<file path="src/ttx_window_pkg.sv">
// Constants for the teletext request window and active line logic.
package ttx_window_pkg;

	// ==========================================================
	// Register subaddresses.
	localparam logic [7:0] ADDR_ODD_START = 8'h76;
	localparam logic [7:0] ADDR_ODD_END = 8'h77;
	localparam logic [7:0] ADDR_EVEN_START = 8'h78;
	localparam logic [7:0] ADDR_EVEN_END = 8'h79;
	localparam logic [7:0] ADDR_FIRST_ACTIVE = 8'h7A;
	localparam logic [7:0] ADDR_LAST_ACTIVE = 8'h7B;
	localparam logic [7:0] ADDR_MODE_MSBS = 8'h7C;

	// ==========================================================
	// Field positions in the mode and line MSB register.
	localparam int BIT_STANDARD = 7;
	localparam int BIT_LAST_ACTIVE_MSB = 6;
	localparam int BIT_PROTOCOL = 5;
	localparam int BIT_FIRST_ACTIVE_MSB = 4;
	localparam int BIT_EVEN_END_MSB = 3;
	localparam int BIT_ODD_END_MSB = 2;
	localparam int BIT_EVEN_START_MSB = 1;
	localparam int BIT_ODD_START_MSB = 0;

	// ==========================================================
	// Reset values; start and end line values chosen by the video standard strap.
	localparam logic [7:0] RST_ODD_START_PAL = 8'h05;
	localparam logic [7:0] RST_ODD_START_NTSC = 8'h06;
	localparam logic [7:0] RST_EVEN_START_PAL = 8'h04;
	localparam logic [7:0] RST_EVEN_START_NTSC = 8'h05;
	localparam logic [7:0] RST_END_PAL = 8'h16;
	localparam logic [7:0] RST_END_NTSC = 8'h10;
	localparam logic [7:0] RST_ACTIVE_LINE = 8'h00;
	localparam logic [7:0] RST_MODE_MSBS = 8'h00;

	// ==========================================================
	// Line offsets added to programmed values.
	localparam logic [9:0] START_ADJ_M = 10'h004;
	localparam logic [9:0] START_ADJ_OTHER = 10'h001;
	localparam logic [9:0] END_ADJ_M = 10'h003;
	localparam logic [9:0] END_ADJ_OTHER = 10'h000;

	// ==========================================================
	// Teletext standards and request window lengths in bit slots.
	typedef enum logic [1:0] {
		STD_EUROPEAN,
		STD_NABTS,
		STD_WORLD_60HZ
	} teletext_standard_e;
	localparam logic [9:0] BITS_EUROPEAN = 10'h168;
	localparam logic [9:0] BITS_NABTS = 10'h120;
	localparam logic [9:0] BITS_WORLD_60HZ = 10'h128;

endpackage

</file>
<file path="src/ttx_window.sv">
// Teletext request window, active line window and teletext bit FIFO.
//
// Behaviour
// - Odd end line: value plus 3 or 0.
// - Even start line: value plus 4 or 1.
// - Even end line: value plus 3 or 0.
// - First active line: value plus 4 or 1.
// - Last active line: value plus 3 or 0.
// - Line zero is first field sync line.
// - Ninth bits come from register 7Ch.
// - Bit 7 and field rate pick standard.
// - Protocol 0: one rising edge per bit.
// - Protocol 1: request held high per line.
// - Pin carries request only when aux deselected.
// - Odd start line: value plus 4 or 1.
`timescale 1ns/10ps

// ==========================================================
// Synchronous FIFO with valid and ready on both sides.
module ttx_bit_fifo #(
	parameter int WIDTH = 1,
	parameter int DEPTH = 16
) (
	input wire logic i_clk,
	input wire logic i_reset,
	input wire logic i_in_valid,
	output logic o_in_ready,
	input wire logic [WIDTH-1:0] i_in_data,
	output logic o_out_valid,
	input wire logic i_out_ready,
	output logic [WIDTH-1:0] o_out_data
);
	localparam int AW = $clog2(DEPTH);

	typedef struct packed {
		logic [DEPTH-1:0][WIDTH-1:0] mem;
		logic [AW-1:0] wr;
		logic [AW-1:0] rd;
		logic [AW:0] count;
	} fifo_s;

	fifo_s s_q;
	fifo_s s_d;
	logic push;
	logic pop;

	always_comb begin
		s_d = s_q;
		push = i_in_valid && (s_q.count != (AW+1)'(DEPTH));
		pop = i_out_ready && (s_q.count != '0);
		if (push) begin
			s_d.mem[s_q.wr] = i_in_data;
			s_d.wr = (s_q.wr == AW'(DEPTH - 1)) ? '0 : s_q.wr + 1'b1;
		end
		if (pop) begin
			s_d.rd = (s_q.rd == AW'(DEPTH - 1)) ? '0 : s_q.rd + 1'b1;
		end
		if (push && !pop) begin
			s_d.count = s_q.count + 1'b1;
		end else if (pop && !push) begin
			s_d.count = s_q.count - 1'b1;
		end
	end

	always_ff @(posedge i_clk) begin
		if (i_reset) begin
			s_q <= '0;
		end else begin
			s_q <= s_d;
		end
	end

	assign o_in_ready = (s_q.count != (AW+1)'(DEPTH));
	assign o_out_valid = (s_q.count != '0);
	assign o_out_data = s_q.mem[s_q.rd];
endmodule

// ==========================================================
// Vertical window logic with register file and request generation.
module ttx_window #(
	parameter int FIFO_DEPTH = 16
) (
	input wire logic i_clk,
	input wire logic i_reset,
	input wire logic i_strap_ntsc,
	input wire logic [7:0] i_reg_addr,
	input wire logic i_reg_write,
	input wire logic [7:0] i_reg_wdata,
	input wire logic i_reg_read,
	output logic [7:0] o_reg_rdata,
	input wire logic i_m_system,
	input wire logic i_field_rate_select,
	input wire logic i_aux_clock_output_select,
	input wire logic i_aux_clock,
	input wire logic i_field_sync,
	input wire logic i_odd_field,
	input wire logic i_line_start,
	input wire logic i_bit_slot,
	input wire logic i_ttx_valid,
	input wire logic i_ttx_bit,
	output logic o_ttx_ready,
	input wire logic i_out_ready,
	output logic o_out_valid,
	output logic o_out_bit,
	output logic o_teletext_request,
	output logic o_request_or_aux_clock_pin,
	output logic o_active_line,
	output logic [1:0] o_teletext_standard
);
	typedef struct packed {
		logic [7:0] odd_start;
		logic [7:0] odd_end;
		logic [7:0] even_start;
		logic [7:0] even_end;
		logic [7:0] first_active;
		logic [7:0] last_active;
		logic [7:0] mode_msbs;
		logic [7:0] rdata;
		logic [8:0] line;
		logic [9:0] slots;
		logic request;
		logic pin;
		logic active;
		logic [1:0] standard;
		logic ttx_ready;
		logic out_valid;
		logic out_bit;
	} window_s;

	window_s s_q;
	window_s s_d;
	logic fifo_in_ready;
	logic fifo_out_valid;
	logic fifo_out_bit;
	logic [9:0] start_adj;
	logic [9:0] end_adj;
	logic [9:0] line_start_val;
	logic [9:0] line_end_val;
	logic [9:0] active_first;
	logic [9:0] active_last;
	logic [9:0] cur_line;
	logic [9:0] window_bits;
	logic in_window;
	ttx_window_pkg::teletext_standard_e standard;

	// Bits arrive one per request; the FIFO absorbs them until the modulator drains.
	ttx_bit_fifo #(
		.WIDTH(1),
		.DEPTH(FIFO_DEPTH)
	) u_fifo (
		.i_clk(i_clk),
		.i_reset(i_reset),
		.i_in_valid(i_ttx_valid),
		.o_in_ready(fifo_in_ready),
		.i_in_data(i_ttx_bit),
		.o_out_valid(fifo_out_valid),
		.i_out_ready(i_out_ready),
		.o_out_data(fifo_out_bit)
	);

	always_comb begin
		s_d = s_q;
		start_adj = i_m_system ? ttx_window_pkg::START_ADJ_M : ttx_window_pkg::START_ADJ_OTHER;
		end_adj = i_m_system ? ttx_window_pkg::END_ADJ_M : ttx_window_pkg::END_ADJ_OTHER;
		cur_line = {1'b0, s_q.line};

		// The ninth bit of each line value sits in the shared MSB register.
		if (i_odd_field) begin
			line_start_val = {1'b0, s_q.mode_msbs[ttx_window_pkg::BIT_ODD_START_MSB], s_q.odd_start}
				+ start_adj;
			line_end_val = {1'b0, s_q.mode_msbs[ttx_window_pkg::BIT_ODD_END_MSB], s_q.odd_end}
				+ end_adj;
		end else begin
			line_start_val = {1'b0, s_q.mode_msbs[ttx_window_pkg::BIT_EVEN_START_MSB], s_q.even_start}
				+ start_adj;
			line_end_val = {1'b0, s_q.mode_msbs[ttx_window_pkg::BIT_EVEN_END_MSB], s_q.even_end}
				+ end_adj;
		end
		active_first = {1'b0, s_q.mode_msbs[ttx_window_pkg::BIT_FIRST_ACTIVE_MSB], s_q.first_active}
			+ start_adj;
		active_last = {1'b0, s_q.mode_msbs[ttx_window_pkg::BIT_LAST_ACTIVE_MSB], s_q.last_active}
			+ end_adj;
		in_window = (cur_line >= line_start_val) && (cur_line <= line_end_val);

		// World standard 60 Hz teletext is only meaningful at the 60 Hz field rate.
		if (s_q.mode_msbs[ttx_window_pkg::BIT_STANDARD] && i_field_rate_select) begin
			standard = ttx_window_pkg::STD_WORLD_60HZ;
			window_bits = ttx_window_pkg::BITS_WORLD_60HZ;
		end else if (i_field_rate_select) begin
			standard = ttx_window_pkg::STD_NABTS;
			window_bits = ttx_window_pkg::BITS_NABTS;
		end else begin
			standard = ttx_window_pkg::STD_EUROPEAN;
			window_bits = ttx_window_pkg::BITS_EUROPEAN;
		end
		s_d.standard = standard;

		// Register writes.
		if (i_reg_write) begin
			unique case (i_reg_addr)
				ttx_window_pkg::ADDR_ODD_START: s_d.odd_start = i_reg_wdata;
				ttx_window_pkg::ADDR_ODD_END: s_d.odd_end = i_reg_wdata;
				ttx_window_pkg::ADDR_EVEN_START: s_d.even_start = i_reg_wdata;
				ttx_window_pkg::ADDR_EVEN_END: s_d.even_end = i_reg_wdata;
				ttx_window_pkg::ADDR_FIRST_ACTIVE: s_d.first_active = i_reg_wdata;
				ttx_window_pkg::ADDR_LAST_ACTIVE: s_d.last_active = i_reg_wdata;
				ttx_window_pkg::ADDR_MODE_MSBS: s_d.mode_msbs = i_reg_wdata;
				default: ;
			endcase
		end

		// Register reads; unmapped subaddresses read zero.
		if (i_reg_read) begin
			unique case (i_reg_addr)
				ttx_window_pkg::ADDR_ODD_START: s_d.rdata = s_q.odd_start;
				ttx_window_pkg::ADDR_ODD_END: s_d.rdata = s_q.odd_end;
				ttx_window_pkg::ADDR_EVEN_START: s_d.rdata = s_q.even_start;
				ttx_window_pkg::ADDR_EVEN_END: s_d.rdata = s_q.even_end;
				ttx_window_pkg::ADDR_FIRST_ACTIVE: s_d.rdata = s_q.first_active;
				ttx_window_pkg::ADDR_LAST_ACTIVE: s_d.rdata = s_q.last_active;
				ttx_window_pkg::ADDR_MODE_MSBS: s_d.rdata = s_q.mode_msbs;
				default: s_d.rdata = 8'h00;
			endcase
		end

		// Line zero is the line of the first field sync pulse.
		if (i_field_sync) begin
			s_d.line = 9'h000;
			s_d.slots = 10'h000;
		end else if (i_line_start) begin
			s_d.line = (s_q.line == 9'h1FF) ? s_q.line : s_q.line + 9'h001;
			s_d.slots = 10'h000;
		end

		s_d.active = (cur_line >= active_first) && (cur_line <= active_last);

		// A full FIFO withholds requests, so the source is never asked for a bit it cannot land.
		s_d.request = 1'b0;
		if (in_window && fifo_in_ready) begin
			if (s_q.mode_msbs[ttx_window_pkg::BIT_PROTOCOL]) begin
				// Held high for a standard-dependent number of bit slots per line.
				s_d.request = (s_q.slots < window_bits);
				if (i_bit_slot && (s_q.slots < window_bits)) begin
					s_d.slots = s_q.slots + 10'h001;
				end
			end else begin
				// One cycle high per slot gives exactly one rising edge per bit.
				s_d.request = i_bit_slot;
			end
		end

		s_d.pin = i_aux_clock_output_select ? i_aux_clock : s_d.request;
		s_d.ttx_ready = fifo_in_ready;
		s_d.out_valid = fifo_out_valid;
		s_d.out_bit = fifo_out_bit;
	end

	always_ff @(posedge i_clk) begin
		if (i_reset) begin
			s_q <= '0;
			s_q.odd_start <= i_strap_ntsc ? ttx_window_pkg::RST_ODD_START_NTSC : ttx_window_pkg::RST_ODD_START_PAL;
			s_q.odd_end <= i_strap_ntsc ? ttx_window_pkg::RST_END_NTSC : ttx_window_pkg::RST_END_PAL;
			s_q.even_start <= i_strap_ntsc ? ttx_window_pkg::RST_EVEN_START_NTSC
				: ttx_window_pkg::RST_EVEN_START_PAL;
			s_q.even_end <= i_strap_ntsc ? ttx_window_pkg::RST_END_NTSC : ttx_window_pkg::RST_END_PAL;
			s_q.first_active <= ttx_window_pkg::RST_ACTIVE_LINE;
			s_q.last_active <= ttx_window_pkg::RST_ACTIVE_LINE;
			s_q.mode_msbs <= ttx_window_pkg::RST_MODE_MSBS;
		end else begin
			s_q <= s_d;
		end
	end

	assign o_reg_rdata = s_q.rdata;
	assign o_teletext_request = s_q.request;
	assign o_request_or_aux_clock_pin = s_q.pin;
	assign o_active_line = s_q.active;
	assign o_teletext_standard = s_q.standard;
	assign o_ttx_ready = s_q.ttx_ready;
	assign o_out_valid = s_q.out_valid;
	assign o_out_bit = s_q.out_bit;
endmodule

</file>
<file path="config.mk">
export PLATFORM = sky130hd
export DESIGN_NAME = ttx_window
export DESIGN_NICKNAME = d
export VERILOG_FILES = /design/src/ttx_window_pkg.sv /design/src/ttx_window.sv
export SDC_FILE = /design/constraint.sdc
export NUM_CORES = 1
export LEC_CHECK = 0
export BUFFER_PORTS_ARGS = -buffer_cell sky130_fd_sc_hd__buf_2
export CAP_MARGIN = 10
export CORE_MARGIN = 8
export CORE_UTILIZATION = 65
export CTS_CLUSTER_SIZE = 8
export DETAILED_ROUTE_END_ITERATION = 6
export GPL_TIMING_DRIVEN = 0
export PLACE_DENSITY = 0.82
export REMOVE_ABC_BUFFERS = 1
export SLEW_MARGIN = 20
export SYNTH_ARGS = -nofsm -noshare
export SYNTH_HDL_FRONTEND = slang
export SYNTH_SLANG_ARGS = --single-unit
</file>
<file path="constraint.sdc">
create_clock -name i_clk -period 6.1 [get_ports i_clk]
set_input_delay 0 -clock i_clk [delete_from_list [all_inputs] [get_ports i_clk]]
set_output_delay 0 -clock i_clk [all_outputs]
set_load 0.05 [all_outputs]
</file>
# Yosys cells after proc, flatten, opt, wreduce, memory -nomap -nowiden
# Cells that the tools add are included.
[word_totals]
output_inout_bits = 16
input_bits = 32
ff_bits = 120
[op_classes]
eq_ne = 11
n_bitwise = 1
n_reduce_logical = 29
magnitude_cmp = 8
add_sub_neg = 12
mux = 39
[ops]
columns = ["op", "n"]
rows = [
  ["$mux W91", 1],
  ["$mux W8", 8],
  ["$eq A8 B7 Y1 const B", 7],
  ["$mux W56", 1],
  ["$pmux W8 S7", 1],
  ["$mux W10", 4],
  ["$mux W19", 2],
  ["$add A9 B2 Y10", 3],
  ["$add A9 B3 Y10", 3],
  ["$ge A9 B10 Y1", 2],
  ["$le A9 B10 Y1", 2],
  ["$bwmux W16", 1],
  ["$reduce_and A2 Y1", 8],
  ["$mux W7", 2],
  ["$reduce_bool A2 Y1", 6],
  ["$mux W11", 1],
  ["$add A10 B1 Y10 const B", 1],
  ["$logic_and A1 B1 Y1", 10],
  ["$lt A10 B10 Y1", 1],
  ["$lt A4 B5 Y1 const B", 2],
  ["$mux W5", 2],
  ["$add A9 B1 Y9 const B", 1],
  ["$eq A9 B9 Y1 const B", 1],
  ["$mux W9", 1],
  ["16 further kinds", 29],
]

# Logic depth before layout (Yosys ltp)
[logic_depth]
ltp_word = 9
mapped_depth = 21
depth_no_buf = 16

# Hierarchy
# From an unflattened synthesis, not the netlist that was laid out.
[unflattened]
hier_cells = 770
hier_area_um2 = 7372.1
[by_module_without_submodules]
columns = ["mod", "cells_per_inst", "instances", "area_each_um2"]
rows = [
  ["ttx_window", 598, 1, 5710.5],
  ["ttx_bit_fifo", 172, 1, 1661.6],
]

# Worst setup path before layout
# OpenSTA, ideal clock, no wires.
[synth_path]
path_type = "input to register"
from = "input port i_odd_field"
to = "register s_q[15] (netlist name)"
required_time_ns = 5.978
arrival_ns = 3.898
cell_stages = 18
n_path_buf = 5
setup_ns = 0.122
slack_ns = 2.080
path_cell_list = "buf_6 -> buf_6 -> clkbuf_1 -> buf_1 -> mux2_2 -> ha_1 -> a21oi_1 -> nor3_1 -> nand2_1 -> xnor2_1 -> o21ai_0 -> ha_1 -> o21a_1 -> a211oi_2 -> nor4b_4 -> buf_4 -> and3_1 -> a221o_1"
[synth_via]
elab_chain_len = 5
[synth_rtl]
columns = ["element", "line_no", "text"]
rows = [
  ["start, declared", "ttx_window.sv:96", "input wire logic i_odd_field,"],
  ["$mux W10", "ttx_window.sv:168", "if (i_odd_field) begin"],
  ["$ge A9 B10 Y1 / $le A9 B10 Y1 (equally long branches)", "ttx_window.sv:183", "in_window = (cur_line >= line_start_val) && (cur_line <= line_end_val);"],
  ["$logic_and A1 B1 Y1 *", "ttx_window.sv:183", ""],
  ["$logic_and A1 B1 Y1 *", "ttx_window.sv:239", "if (in_window && fifo_in_ready) begin"],
  ["$mux W11 *", "ttx_window.sv:239", ""],
  ["end, declared", "ttx_window.sv:130", "window_s s_q;"],
]
# Every way passes the cells marked *; elsewhere a longest branch is shown, timed or not.
# A chain may end at the register's enable or synchronous reset.

# Worst setup path in the final report
[layout_path]
from = "register s_q[76] (netlist name)"
to = "register s_q, in the netlist o_request_or_aux_clock_pin"
[layout_via]
elab_chain_len = 7
[layout_rtl]
columns = ["element", "line_no", "text"]
rows = [
  ["$add A9 B2 Y10", "ttx_window.sv:172", "+ end_adj;"],
  ["$mux W10", "ttx_window.sv:168", ""],
  ["$le A9 B10 Y1", "ttx_window.sv:183", ""],
  ["$logic_and A1 B1 Y1", "ttx_window.sv:183", ""],
  ["$logic_and A1 B1 Y1", "ttx_window.sv:239", ""],
  ["$mux W11", "ttx_window.sv:239", ""],
  ["$mux W1", "ttx_window.sv:252", "s_d.pin = i_aux_clock_output_select ? i_aux_clock : s_d.request;"],
]
# Every way passes these cells.

==> reports/qor.log <==
qor: run_status.outcome finished clean
qor: detailed_routing.detail-route-antenna-nets 0
qor: clock_network.post_cts.resized_instances 0
qor: global_routing.grt_pass1_vias 6258
qor: clock_network.clock_sinks 120
qor: setup_path.crit_path_start_kind register
qor: sta.fmax 235 MHz
qor: floorplan.ioPinCount 48
qor: cells_and_area.seq_area 0.00272 sq mm
qor: floorplan.placement_rows 38
qor: detailed_routing.drt_pass1_iterations 5
qor: clock_network.cts_post_setup_buffers_inserted 0
qor: setup_path.critical_path.max_fanout 3
qor: setup_path.worstReg2RegEnd o_request_or_aux_clock_pin$_SDFF_PP0_
qor: setup_path.reg2reg_from s_q[76]$_DFFE_PP_
qor: floorplan.fp.dieArea 0.0147 sq mm
qor: logic_synthesis.synth-edff-count 32
qor: power.power_frac_clock 0.435
qor: setup_path.critical_path_required_time 6.58 ns
qor: setup_path.crit_path_end_kind register
qor: clock_network.clockBufferDepth 2
qor: setup_path.worst-setup-path-type register to register
qor: hold_path.min-delay-start i_reset
qor: global_routing.antenna_found_initial 0
qor: clock_network.worstSkewPairLatency 0.54 ns
qor: sta.setup_viol_count_final 0
qor: placement.gp_congestion 0.911
qor: power.p_per_area 278 mW/mm^2
qor: logic_synthesis.main_synth_ff_type dfxtp_1
qor: power.ir_drop 0.346 mV
qor: flow_run.maxCapViolCount 0
qor: detailed_routing.first_iter_violations 810
qor: sta.setup_total_negative_slack 0 ns
qor: power.p_int 1610 uW
qor: sta.period_needed 4.25 ns
qor: power.power.static_leakage 0.00357 uW
qor: sta.tightestPinTransition 1.09 ns
qor: global_routing.grt.total_usage 0.262
qor: setup_path.ff2ff_path_depth 15
qor: sta.timing.final.crit_share 0.696
qor: sta.maxSlewHeadroom 0.266
qor: global_routing.maximum_number_of_pins_on_one_net_before_global_route_repair 82
qor: clock_network.clock_buffers_created_by_tritoncts 17
qor: detailed_routing.route.final.wire_length 19000 microns
qor: logic_synthesis.async_flop_share 0
qor: power.p_total 2310 uW
qor: setup_path.worst-r2r-setup-slack 1.85 ns
qor: global_routing.grt_overflow_total 0
qor: clock_network.clk_pin_slew_worst_paths 0.06 ns
qor: logic_synthesis.ys_seq_elements 120
qor: cells_and_area.multi_input_comb_area 0.00421 sq mm
qor: sta.clock-skew-final 0.00813 ns
qor: logic_synthesis.share_of_the_yosys_chip_area_belonging_to_registers 0.377
qor: floorplan.fp.dieW 121 microns
qor: sta.hold-worst-slack 0.0253 ns
qor: detailed_routing.met1_length 7220 microns
qor: hold_path.hold_path_class input port to register
qor: setup_path.crit_arrival 4.73 ns
qor: power.netSwitchingFraction 0.302
qor: sta.rsz0062_at_grt false
qor: cells_and_area.area_growth_syn_to_layout 15.2%
qor: logic_synthesis.syn_area 0.00721 sq mm
qor: detailed_routing.wl_met2 9330 microns
qor: floorplan.initial_core_util 0.665
qor: logic_synthesis.synth_cells 747
qor: cells_and_area.final_layout_size_suffix_gt1_frac 0.144
qor: logic_synthesis.post_synth.cell_area_avg 9.66 sq um
qor: sta.timing.final.max_slew_violations 0
qor: detailed_routing.dr.max_layer_used met4
qor: logic_synthesis.synth_cell_type_count 70
qor: detailed_routing.drc_errors 0
qor: detailed_routing.num_vias 6178
qor: floorplan.die_h 121 microns
qor: floorplan.core_region_area 0.0108 sq mm
qor: cells_and_area.n_fill_cell 691
qor: power.power.switching 698 uW
qor: power.pwr-share-seq 0.395
qor: detailed_routing.wl_per_cell 19.9 microns
qor: clock_network.cts_tree yes
qor: clock_network.cts_htree_levels 4
qor: clock_network.cts_hold_buffers 29
qor: placement.port_buffers 47
qor: placement.dp_hpwl 13000 microns
qor: clock_network.clockRootBuffer clkbuf_8
qor: detailed_routing.drt_via_density 6.48
qor: global_routing.grt_first_pass_wirelength 30400 microns
qor: hold_path.holdPathEnd u_fifo.s_q[18]$_SDFFE_PP0P_
qor: logic_synthesis.yosys_warnings 0
qor: hold_path.hold_path_depth 2
qor: cells_and_area.finalNetCount 894
qor: sta.finalHoldViolations 0
qor: detailed_routing.met3WireLength 1760 microns
qor: cells_and_area.antenna_cells 0
qor: power.pwr-share-comb 0.170
cell usage after synthesis (all sizes together), types with 4 or more instances:
cell type	number	area (sq um)
a21o	9	67.6
a21oi	58	294
a222oi	7	70.1
a31oi	5	46.3
and2	8	50.1
and3	8	50.1
buf	17	121
clkbuf	27	101
dfxtp	88	1760
edfxtp	32	961
ha	59	738
inv	18	67.6
mux2	6	71.3
mux2i	45	450
mux4	12	270
nand2	58	218
nand2b	7	43.8
nand3	35	175
nand3b	6	45.0
nand4	13	81.3
nor2	81	304
nor2b	17	106
nor3	8	45.0
nor3b	4	35.0
nor4	4	37.5
o21a	4	30.0
o21ai	19	95.1
or3	4	25.0
xnor2	19	166
xor2	19	166
registers in the layout (all words and copies together) (netlist names), 2 cells and up:
name and flops:
s_q 66, o_teletext_standard 2, cur_line 9, o_reg_rdata 8
u_fifo.s_q 29
layer usage:
metal / vias to the layer above / track usage
li1: 2838 / -
met1: 2890 / 0.300
met2: 369 / 0.434
met3: 81 / 0.0842
met4: 0 / 0.128
met5: - / 0
layout by cell type (no fill, tap or decap), drive strengths merged, types with 17 or more instances in the layout:
cell type and count:
dfxtp 88, nor2 81, ha 59, nand2 58
a21oi 58, buf 49, mux2i 45, nand3 35
edfxtp 32, dlygate4sd3 29, inv 29, xnor2 19
o21ai 19, xor2 19, clkbuf 18, nor2b 17
power by group through the flow:
stage	clock network, uW	registers (uW)	logic (uW)
finish	1000	913	393
global route	1050	918	429
CTS	1010	911	391
detailed placement	0	928	372
global placement	0	923	351
floorplan	0	937	250
per-stage QoR:
stage          setup WS [ns]  std cells  utilization  area, sq um
2_1_floorplan           2.82        703            -         6990
3_3_place_gp            2.00        890        0.683         7400
3_5_place_dp            1.89        892        0.686         7440
4_1_cts                 1.90        953        0.767         8310
5_1_grt                 1.57        953        0.767         8310
6_report                1.85        953        0.767         8310
kinds of logic after synthesis:
family,synth area share
AOI/OAI and AO/OA,0.124
xor gates and xnor gates,0.0461
adders and majority gates,0.111
buffers and inverters,0.0402
DFF,0.377
muxes,0.110
and+or+nand+nor,0.191
how the worst max path moves through the flow:
stage / startpoint / endpoint / slack [ns] / cells after the start
after global routing: s_q[76]$_DFFE_PP_ / o_request_or_aux_clock_pin$_SDFF_PP0_ / 1.57 / 15
after detailed placement: i_odd_field / s_q[11]$_SDFF_PP0_ / 1.89 / 15
after floorplan: s_q[75]$_DFFE_PP_ / s_q[11]$_SDFF_PP0_ / 2.82 / 15
after global placement: i_odd_field / s_q[8]$_SDFF_PP0_ / 2.00 / 15
final: s_q[76]$_DFFE_PP_ / o_request_or_aux_clock_pin$_SDFF_PP0_ / 1.85 / 15
after CTS: s_q[76]$_DFFE_PP_ / o_request_or_aux_clock_pin$_SDFF_PP0_ / 1.90 / 15
worst max-delay path, cell delays in order, from the launching register on:
cell and delay [ns]:
edfxtp_1 0.40, mux2i_1 0.35, inv_1 0.08, ha_1 0.28
a21oi_1 0.08, a211oi_2 0.25, nand2_1 0.15, xnor2_1 0.15
ha_1 0.31, a2111oi_0 0.40, o221ai_1 0.19, o211ai_1 0.22
nand2b_1 0.13, or4b_1 0.48, a21oi_1 0.15, dlygate4sd3_1 0.57
layout make-up:
class	instances	area share
Inverter	18	0.00813
Sequential cell	120	0.328
Clock inverter	14	0.0178
Tap cell	140	0.0211
Clock buffer	18	0.0528
Timing Repair Buffer	78	0.0658
Multi-Input combinational cell	565	0.507
No activity file was read; power rests on OpenSTA's default activity.
